[src/logic/adc_ctrl_defs.svh]
`ifndef ADC_CTRL_DEFS_SVH
`define ADC_CTRL_DEFS_SVH
`define LATENCY_CYCLES   9
`define HALF_STAGES      10
`define CM_DEFAULT       3'h3
`define CM_MAX           3'h6
`define FRAME_BITS       16
`define WR_BIT           1'h0
`define REG_FMT          7'h01
`define REG_DIV          7'h06
`define REG_CM           7'h08
`define REG_RST          7'h0a
`define RST_KEY          8'h5a
`endif

[src/logic/adc_ctrl_pkg.sv]
package adc_ctrl_pkg;
   typedef enum logic [1:0] {TRI_LOW = 2'h0, TRI_HIGH = 2'h1, TRI_FLOAT = 2'h2} tri_t;
   typedef enum logic [1:0] {FMT_TWOS = 2'h0, FMT_BIN = 2'h1, FMT_GRAY = 2'h2} fmt_t;
   typedef enum logic [1:0] {DIV_1 = 2'h0, DIV_2 = 2'h1, DIV_4 = 2'h2} div_t;
   typedef enum logic [1:0] {BUS_DUAL = 2'h0, BUS_MUX_A = 2'h1, BUS_MUX_B = 2'h2} bus_t;
   typedef struct packed
   {
      fmt_t       fmt;
      div_t       div;
      bus_t       bus;
      logic [2:0] cm_sel;
      logic       bias_en;
   } cfg_t;
   typedef struct packed
   {
      logic [7:0] a;
      logic [7:0] b;
   } pair_t;
endpackage

[src/logic/adc_ctrl.sv]
`timescale 1ns/1ps
`default_nettype none
`include "adc_ctrl_defs.svh"
module adc_ctrl
   import adc_ctrl_pkg::*;
#(
   parameter int W = 8
)
(
   input  wire logic       core_clk,
   input  wire logic       rst_n,
   input  wire logic       serial_port_enable_n,
   input  wire tri_t       serial_in_or_format_strap,
   input  wire tri_t       div_strap,
   input  wire tri_t       port_select_or_bus_mode_strap,
   input  wire logic       power_down_input,
   input  wire pair_t      sample_in,
   input  wire logic       sample_valid,
   output logic            sdo_oe_n,
   output logic            sdo,
   output cfg_t            cfg,
   output pair_t           data_out,
   output logic            data_valid,
   output logic            chan_a_output_clock
);
   // Level-high serial_port_enable_n selects strap mode
   logic        strap_mode;
   logic        sclk;
   logic        sclk_d;
   logic        sclk_rise;
   logic        sclk_fall;
   logic        cs_n;
   logic        sdin;
   logic        pd_d;
   logic        pd_fall;
   logic [4:0]  bit_cnt;
   logic [15:0] shift;
   logic [7:0]  wr_data;
   logic [7:0]  rd_word;
   logic [7:0]  rd_data;
   logic        rd_frame;
   fmt_t        reg_fmt;
   div_t        reg_div;
   logic [2:0]  reg_cm;
   logic        reg_bias;
   logic        soft_rst;
   pair_t       pipe [`HALF_STAGES];
   logic [`HALF_STAGES-1:0] vpipe;
   logic        phase;

   function automatic logic [7:0] fmt_code(input logic [7:0] twos, input fmt_t f);
      logic [7:0] bin;
      bin = {~twos[7], twos[6:0]};
      case (f)
         FMT_BIN:  fmt_code = bin;
         FMT_GRAY: fmt_code = bin ^ {1'h0, bin[7:1]};
         default:  fmt_code = twos;
      endcase
   endfunction

   assign strap_mode = serial_port_enable_n;
   assign sdin  = (serial_in_or_format_strap == TRI_HIGH);
   assign sclk  = (div_strap == TRI_HIGH);
   assign cs_n  = (port_select_or_bus_mode_strap != TRI_LOW);
   assign sclk_rise = sclk & ~sclk_d;
   assign sclk_fall = ~sclk & sclk_d;
   assign pd_fall   = pd_d & ~power_down_input;

   always_ff @(posedge core_clk)
   begin
      if (!rst_n)
      begin
         sclk_d <= 1'h0;
         pd_d   <= 1'h0;
      end
      else
      begin
         sclk_d <= sclk;
         pd_d   <= power_down_input;
      end
   end

   // Serial frame shifter; pins sampled on core_clk so SCLK must be slow
   always_ff @(posedge core_clk)
   begin
      if (!rst_n || strap_mode || cs_n)
      begin
         bit_cnt  <= 5'h0;
         shift    <= 16'h0;
         rd_frame <= 1'h0;
      end
      else if (sclk_rise && bit_cnt < 5'(`FRAME_BITS))
      begin
         shift   <= {shift[14:0], sdin};
         bit_cnt <= bit_cnt + 5'h1;
         if (bit_cnt == 5'h0)
            rd_frame <= (sdin != `WR_BIT);
      end
   end

   // At the last rise the address sits one bit below the command bit
   assign wr_data  = {shift[6:0], sdin};
   assign soft_rst = !strap_mode && !cs_n && sclk_rise && !rd_frame
                     && bit_cnt == 5'(`FRAME_BITS - 1)
                     && shift[13:7] == `REG_RST && wr_data == `RST_KEY;

   always_ff @(posedge core_clk)
   begin
      if (!rst_n || soft_rst || (strap_mode && pd_fall))
      begin
         reg_fmt  <= FMT_TWOS;
         reg_div  <= DIV_1;
         reg_cm   <= `CM_DEFAULT;
         reg_bias <= 1'h0;
      end
      else if (!strap_mode && !cs_n && sclk_rise && !rd_frame
               && bit_cnt == 5'(`FRAME_BITS - 1))
      begin
         case (shift[13:7])
            `REG_FMT: reg_fmt <= fmt_t'(wr_data[2:1]);
            `REG_DIV: reg_div <= div_t'(wr_data[1:0]);
            `REG_CM:
            begin
               if (wr_data[2:0] <= `CM_MAX)
                  reg_cm <= wr_data[2:0];
               reg_bias <= wr_data[7];
            end
            default: ;
         endcase
      end
   end

   always_comb
   begin
      case (shift[6:0])
         `REG_FMT: rd_word = {5'h0, reg_fmt, 1'h0};
         `REG_DIV: rd_word = {6'h0, reg_div};
         `REG_CM:  rd_word = {reg_bias, 4'h0, reg_cm};
         default:  rd_word = 8'h0;
      endcase
   end

   // Read data driven out after the eighth rising edge, MSB first
   always_ff @(posedge core_clk)
   begin
      if (!rst_n || strap_mode || cs_n)
      begin
         sdo      <= 1'h0;
         sdo_oe_n <= 1'h1;
         rd_data  <= 8'h0;
      end
      else if (sclk_fall && rd_frame && bit_cnt == 5'h8)
      begin
         // MSB goes out on this same fall, the rest on later falls
         rd_data  <= {rd_word[6:0], 1'h0};
         sdo_oe_n <= 1'h0;
         sdo      <= rd_word[7];
      end
      else if (sclk_fall && !sdo_oe_n)
      begin
         sdo     <= rd_data[7];
         rd_data <= {rd_data[6:0], 1'h0};
      end
   end

   // Strap decode held stable by sampling only while strap mode is active
   always_ff @(posedge core_clk)
   begin
      if (!rst_n)
         cfg <= '{fmt: FMT_TWOS, div: DIV_1, bus: BUS_DUAL, cm_sel: `CM_DEFAULT, bias_en: 1'h0};
      else if (strap_mode)
      begin
         cfg.fmt     <= fmt_t'(serial_in_or_format_strap);
         cfg.div     <= div_t'(div_strap);
         cfg.bus     <= bus_t'(port_select_or_bus_mode_strap);
         cfg.cm_sel  <= reg_cm;
         cfg.bias_en <= reg_bias;
      end
      else
         cfg <= '{fmt: reg_fmt, div: reg_div, bus: BUS_DUAL, cm_sel: reg_cm,
                  bias_en: reg_bias};
   end

   // Ten half-cycle stages modelled as one per core_clk rising edge
   always_ff @(posedge core_clk)
   begin
      if (!rst_n)
      begin
         phase <= 1'h0;
         vpipe <= '0;
      end
      else
      begin
         phase <= ~phase;
         vpipe <= {vpipe[`HALF_STAGES-2:0], sample_valid};
      end
   end

   generate
      for (genvar i = 0; i < `HALF_STAGES; i++)
      begin : g_stage
         if (i == 0)
         begin : g_first
            always_ff @(posedge core_clk)
            begin
               if (!rst_n)
                  pipe[i] <= '0;
               else
                  pipe[i] <= sample_in;
            end
         end
         else
         begin : g_next
            always_ff @(posedge core_clk)
            begin
               if (!rst_n)
                  pipe[i] <= '0;
               else
                  pipe[i] <= pipe[i-1];
            end
         end
      end
   endgenerate

   // Stage 8 plus output register gives nine cycles
   always_ff @(posedge core_clk)
   begin
      if (!rst_n)
      begin
         data_out   <= '0;
         data_valid <= 1'h0;
      end
      else
      begin
         data_valid <= vpipe[`LATENCY_CYCLES-2];
         case (cfg.bus)
            BUS_MUX_A: data_out <= phase ?
               '{a: fmt_code(pipe[`LATENCY_CYCLES-2].b, cfg.fmt), b: 8'h0} :
               '{a: fmt_code(pipe[`LATENCY_CYCLES-2].a, cfg.fmt), b: 8'h0};
            BUS_MUX_B: data_out <= phase ?
               '{a: 8'h0, b: fmt_code(pipe[`LATENCY_CYCLES-2].b, cfg.fmt)} :
               '{a: 8'h0, b: fmt_code(pipe[`LATENCY_CYCLES-2].a, cfg.fmt)};
            default: data_out <= '{a: fmt_code(pipe[`LATENCY_CYCLES-2].a, cfg.fmt),
                                   b: fmt_code(pipe[`LATENCY_CYCLES-2].b, cfg.fmt)};
         endcase
      end
   end

   always_ff @(posedge core_clk)
   begin
      if (!rst_n)
         chan_a_output_clock <= 1'h0;
      else
         chan_a_output_clock <= phase;
   end
endmodule
`default_nettype wire

[config.mk]
export PLATFORM = sky130hd
export DESIGN_NAME = adc_ctrl
export DESIGN_NICKNAME = d
export VERILOG_FILES = /design/src/logic/adc_ctrl_pkg.sv /design/src/logic/adc_ctrl.sv
export VERILOG_INCLUDE_DIRS = /design/src /design/src/logic
export SDC_FILE = /design/constraint.sdc
export NUM_CORES = 1
export LEC_CHECK = 0
export BUFFER_PORTS_ARGS = -buffer_cell sky130_fd_sc_hd__buf_2
export CORE_MARGIN = 8
export CORE_UTILIZATION = 55
export CTS_CLUSTER_DIAMETER = 50
export DETAILED_ROUTE_END_ITERATION = 8
export PLACE_DENSITY = 0.8
export SYNTH_ARGS = -nofsm -noshare
export SYNTH_HDL_FRONTEND = slang
export SYNTH_SLANG_ARGS = --single-unit
[constraint.sdc]
create_clock -name core_clk -period 5.6 [get_ports core_clk]
set_clock_uncertainty 0.1 [all_clocks]
set_input_delay 0.84 -clock core_clk [delete_from_list [all_inputs] [get_ports core_clk]]
set_output_delay 0.84 -clock core_clk [all_outputs]
set_load 0.05 [all_outputs]
==> run summary, run 1 <==
Req. time, crit path = 5.89 ns
largest net degree at the start of global routing = 152
cts bufs inserted = 20
area of the die = 0.0163 sq mm
initial cell density of the core = 56.7%
routed len/inst = 12.6 um
status = finished, final reports clean
average size of a mapped cell = 10.2 sq um
CP endpoint kind = flip-flop
initial drt markers = 321
WL final = 11,200 um
Final Hold Viols = 0
Synth cell types = 53
highest clock rate = 407 MHz
# port buffers = 56
PostCTS Resize Cnt = 0
Max VDD drop = 0.282 mV
vias in the first global route = 4,211
pre-CTS setup slack = 2.73 ns
CP Launch Type = flip-flop
routed wl met3 = 733 um
Total Neg Setup Slack = 0 ns
Syn Inst Count = 670
antenna violation net count after detailed routing = 0
detailed placement HPWL = 7270 um
dominant cells by area after synthesis = dfxtp_1 60%, and2_1 13%, nand2_1 2.9%, o21ai_0 2.3%, a21oi_1 2.1%
share of the synthesized area in the top cell type = 59.7%
cell area power density = 364 mW/mm^2
Yosys reg bits = 204
synthesized net count = 704
# rows = 40
fin crit share = 43.8%
Post-synth ARST share = 0%
DIE HEIGHT = 128 um
area leader, netlist = dfxtp_1
initial antenna violation count = 0
first-pass GRT wire length = 18,500 um
max-slew violation count = 0
Die X = 128 um
CTS tree = built
core area = 0.0121 sq mm
slew of the pin with the lowest slew margin = 0.995 ns
filler instances = 913
DR WL met2 = 4990 um
io pins = 57
vias = 4,568
ant diodes = 0
Syn. warnings = 0
Max H-tree Level = 1
Max Root-Sink Buffers = 3
RSZ-0062 raised after global routing = false
Vias/cell = 5.12
Seq/Total Area, Yosys = 59.7%
Area Overhead vs Synth = 14.7%
clk_lat worst skew = 0.48 ns
ys flop type = dfxtp_1
first-pass iteration count of the detailed router = 5
max_cap viols = 0
Cell Area, Placed = 0.00720 sq mm
top sig layer = met4
Root Buffer = clkbuf_16
Slew HR = 33.7%
Sink Count = 204
setup ws final = 3.14 ns
worst min-delay path class = reg -> reg
final setup violation count = 0
fin nets = 749
total congestion overflow = 0
Leak = 3.15 nW
Hold-fix buffers, CTS = 0
# DRC = 0
layout cells sized above 1 = 14.1%
met1 WL = 5120 um
Period minus WS final = 2.46 ns
Setup Buffers After CTS = 0
Reg clk slew, reported paths = 0.06 ns
GRT Util Overall = 13.2%
placer congestion estimate = 0.868
final instance area = 0.00785 sq mm
Netlist Area Pre-Place = 0.00684 sq mm
kind of critical path = reg -> reg
Post-synth EDFFs = 0
CP arrival = 2.75 ns
Crit Path Max Fanout = 6
[final timing paths]
kind | startpoint | end | slack (ns) | cells after the start
hold reg to reg | pipe[2][18]$_SDFF_PN0_ | pipe[3][2]$_SDFF_PN0_ | 0.33 | 1
setup / recovery | bit_cnt[0]$_SDFFE_PP0P_ | rd_data[1]$_SDFFE_PP0P_ | 3.14 | 7
setup reg to reg | bit_cnt[0]$_SDFFE_PP0P_ | rd_data[1]$_SDFFE_PP0P_ | 3.14 | 7
hold / removal | pipe[2][18]$_SDFF_PN0_ | pipe[3][2]$_SDFF_PN0_ | 0.33 | 1
[synthesized netlist by cell type, drive strengths merged, types with 4 or more instances]
master and instances:
nand4 5, and3 5, nor2 33, nand3 9, nor3 7, ha 7, nor4 4, nand2b 7
and2 143, dfxtp 204, nand3b 7, a31oi 6, a21oi 29, o21ai 32, mux2 9, a2bb2oi 7
clkbuf 33, or4 4, inv 11, mux2i 7, nand2 53, a22o 5
[worst max-delay path: stages, from the launching register on]
cell      delay [ns]
dfxtp_1         0.34
inv_1           0.07
ha_1            0.14
nand2b_1        0.09
nor3_1          0.55
nand3_1         0.33
or4_1           0.57
a21oi_1         0.17
[metal layers]
| metal | GRT usage, % | up-vias |
|---|---|---|
| met4 | 5.60 | 0 |
| met1 | 15.9 | 2059 |
| li1 | - | 2321 |
| met3 | 3.16 | 32 |
| met5 | 0 | - |
| met2 | 22.2 | 156 |
[kinds of logic after synthesis]
logic type / Yosys count / synth area share (%)
flops: 204 / 59.7
simple gates: 292 / 24.0
xor+xnor: 3 / 0.384
compound gates: 101 / 9.33
fa+ha+maj: 7 / 1.28
buf+inv: 47 / 2.80
mux: 16 / 2.51
[where the power goes]
part           internal, mW  switching, mW  total [mW]  leakage, nW
combinational        0.0307         0.0541      0.0848         1.18
clock                 0.804          0.488        1.29        0.315
sequential             1.47        0.00677        1.48         1.66
total                  2.31          0.549        2.86         3.15
[placed cells by master, fill, tap and decap left out, types with 7 or more instances in the layout]
cell type  instances
nor2_1            32
nand2b_1           7
and2_1           142
mux2i_1            7
nor3_1             7
inv_1             11
a21oi_1           29
o21ai_0           32
buf_2             56
ha_1               7
nand2_1           53
nand3b_1           7
dfxtp_1          204
a2bb2oi_1          7
nand3_1            9
mux2_2             9
clkbuf_16         20
[registers in the layout (all words and copies together), names as in the netlist, 2 cells and up]
signal    count
shift        14
pipe        128
bit_cnt       5
reg_fmt       2
vpipe         8
cfg          10
reg_cm        3
reg_div       2
data_out     16
rd_data       7
[stage by stage]
step / power, mW / utilization (%) / std cells / hold slack [ns]
finish: 2.86 / 65.1 / 892 / 0.327
global route: 2.97 / 65.1 / 892 / 0.333
CTS: 2.89 / 65.1 / 892 / 0.329
detailed placement: 1.60 / 59.7 / 861 / 0.317
global placement: 1.59 / 59.7 / 861 / 0.314
floorplan: 1.57 / - / 670 / 0.312
[layout make-up]
cell class / instances / area, sq um / share of cell area [%]
multi-input cells: 419 / 2570 / 32.7
well taps: 168 / 210 / 2.68
inverters: 12 / 45.0 / 0.574
clock buffers: 25 / 529 / 6.75
repair buffers: 58 / 295 / 3.76
flip-flops and latches: 204 / 4080 / 52.0
clock inverters: 6 / 116 / 1.48
Power figures use the tool's default switching activity.
==> run 2, diff against run 1 <==
==> constraint.sdc (replaced) <==
create_clock -name core_clk -period 2.3 [get_ports core_clk]
set_clock_uncertainty 0.1 [all_clocks]
set_input_delay 0.345 -clock core_clk [delete_from_list [all_inputs] [get_ports core_clk]]
set_output_delay 0.345 -clock core_clk [all_outputs]
set_load 0.05 [all_outputs]
==> run summary, run 2 (synthesized netlist as in run 1, its figures left out) <==
status = finished, final reports clean
clk_lat worst skew = 0.48 ns (about the same)
initial drt markers = 300 (-6.5%)
Req. time, crit path = 2.59 ns (-3.30 ns)
Buf+Inv Stages, Crit Path = 0 (-1)
internal power = 5.56 mW (+140%)
Crit Path Max Fanout = 7 (+1)
hold-critical path endpoint = cfg[4]$_SDFF_PN0_
Max H-tree Level = 1 (unchanged)
largest net degree at the start of global routing = 131 (-14%)
area of the die = 0.0163 sq mm (unchanged)
# DRC = 0 (unchanged)
highest clock rate = 454 MHz (+12%)
max-slew violation count = 0 (unchanged)
initial antenna violation count = 0 (unchanged)
clock power share = 44.8% (-0.4 points)
CP Launch Type = flip-flop
fin util = 67.6% (+2.6 points)
footprint of the multi-input gates = 0.00257 sq mm (unchanged)
worst min-delay path class = in -> reg
delay-heaviest family, CP = simple AND/OR/NAND/NOR gates
first-pass iteration count of the detailed router = 4 (-1)
# port buffers = 56 (unchanged)
combinational share of power = 3.5% (+0.5 points)
Leak = 3.30 nW (+4.8%)
slowest stage delay, CP = 0.58 ns (about the same)
CTS tree = built
filler instances = 901 (-1.3%)
Crit-path slowest cell = or4_4
Die X = 128 um (unchanged)
Slew HR = 47.2% (+13 points)
Sink Count = 204 (unchanged)
io pins = 57 (unchanged)
first-pass GRT wire length = 19,900 um (+7.5%)
FF-to-FF Start = sclk_d$_SDFF_PN0_
Area Overhead vs Synth = 19.3%
Max Root-Sink Buffers = 3 (unchanged)
GRT Util Overall = 14.5% (+1.2 points)
Sw Ratio = 20.2% (+1.0 points)
fin nets = 783 (+4.5%)
core area = 0.0121 sq mm (unchanged)
initial cell density of the core = 56.7% (unchanged)
vias = 4,601 (+0.72%)
ant diodes = 0 (unchanged)
layout cells sized above 1 = 16.2% (+2.1 points)
max reg flops = 128 (unchanged)
Max VDD drop = 0.571 mV (+100%)
CP endpoint kind = flip-flop
CP arrival = 2.50 ns (-0.25 ns)
cts bufs inserted = 21 (+5.0%)
CP cell instances = or4_4 > or4_4 > a311oi_4 > nor2_2 > a211oi_1
slew of the pin with the lowest slew margin = 0.793 ns (-0.202 ns)
fin crit share = 95.7% (+52 points)
most frequent cells in the layout = 201 x dfxtp_1, 142 x and2_1, 56 x buf_2
RSZ-0062 raised after global routing = false
commonest non-fill, non-tap cell in the layout = dfxtp_1
antenna violation net count after detailed routing = 0 (unchanged)
RR Endpoint = reg_cm[2]$_SDFFE_PP0P_
WHS = 0.0544 ns (-0.273 ns)
detailed placement HPWL = 7930 um (+9.1%)
DIE HEIGHT = 128 um (unchanged)
worst hold path stage count = 2 (+1)
max_cap viols = 0 (unchanged)
Reg2Reg Depth = 5 (-2)
total congestion overflow = 0 (unchanged)
most repeated library cell on the critical path = or4_4
final setup violation count = 0 (unchanged)
Vias/cell = 4.95 (-3.3%)
Largest Register = pipe
WL final = 11,800 um (+5.2%)
routed len/inst = 12.7 um (+0.98%)
sequential share of power = 51.7% (about the same)
flop2flop setup slack = 0.1 ns (-3.05 ns)
Final Hold Viols = 0 (unchanged)
hold_sp = port_select_or_bus_mode_strap[0]
biggest regs = pipe: 128 flops, data_out: 16 flops, shift: 14 flops
Psw = 1.41 mW (+160%)
vias in the first global route = 4,319 (+2.6%)
Root Buffer = clkbuf_16
Reg clk slew, reported paths = 0.06 ns (about the same)
placer congestion estimate = 0.829 (-4.4%)
cell area power density = 855 mW/mm^2 (+130%)
# rows = 40 (unchanged)
Period minus WS final = 2.20 ns (-0.254 ns)
Reg area = 0.00409 sq mm (about the same)
kind of critical path = reg -> reg
run 2: through the flow:
step	worst slack (ns)	cell area, sq um	setup TNS (ns)	instances	power (mW)
after floorplan	0.0146	6840	0	670	3.83
after global placement	0.0845	7320	0	875	3.89
after detailed placement	-0.0233	7320	-0.0233	875	3.91
after CTS	0.0430	8150	0	928	7.06
after global routing	0.0144	8160	0	929	7.25
final	0.0981	8160	0	929	6.97
run 2: power groups by stage:
stage | combinational, mW | clock [mW] | sequential [mW]
after floorplan | 0.132 | 0 | 3.70
after detailed placement | 0.223 | 0 | 3.68
final | 0.246 | 3.12 | 3.61
after global placement | 0.214 | 0 | 3.68
after global routing | 0.272 | 3.37 | 3.61
after CTS | 0.246 | 3.21 | 3.61
run 2: layer usage:
metal	up-vias	GRT usage, %	share of wire, %	wire length, um
met5	-	0	0	0
met1	2091	18.2	46	5450
li1	2384	-	-	-
met4	0	4.90	1.9	226
met2	104	23.5	44	5240
met3	22	3.91	7.3	856
run 2: worst max path at each step:
stage	start	end	slack [ns]	cells past startpoint
floorplan	cfg[8]$_SDFF_PN0_	data_out[9]$_SDFF_PN0_	0.01	9
global placement	serial_port_enable_n	reg_cm[2]$_SDFFE_PP0P_	0.08	6
detailed placement	bit_cnt[0]$_SDFFE_PP0P_	reg_cm[2]$_SDFFE_PP0P_	-0.02	8
CTS	bit_cnt[1]$_SDFFE_PP0P_	reg_cm[2]$_SDFFE_PP0P_	0.04	8
global route	sclk_d$_SDFF_PN0_	reg_cm[2]$_SDFFE_PP0P_	0.01	5
finish	sclk_d$_SDFF_PN0_	reg_cm[2]$_SDFFE_PP0P_	0.1	5
run 2: timing repair:
item / in CTS / in global routing
hold buffers: 18 / 0
resized for setup: 1 / 0
setup endpoints to repair: 1 / 1
pin swaps: 1 / 1
buffers inserted: 0 / 1
hold endpoints to repair: 18 / 0
run 2: area by class of cell:
cell class | count | share of cell area (%)
timing repair buffer | 91 | 7.36
tap | 168 | 2.58
clock buffer | 28 | 7.01
sequential | 204 | 50.1
inverter | 12 | 0.552
multi-input combinational | 419 | 31.5
clock inverter | 7 | 0.951
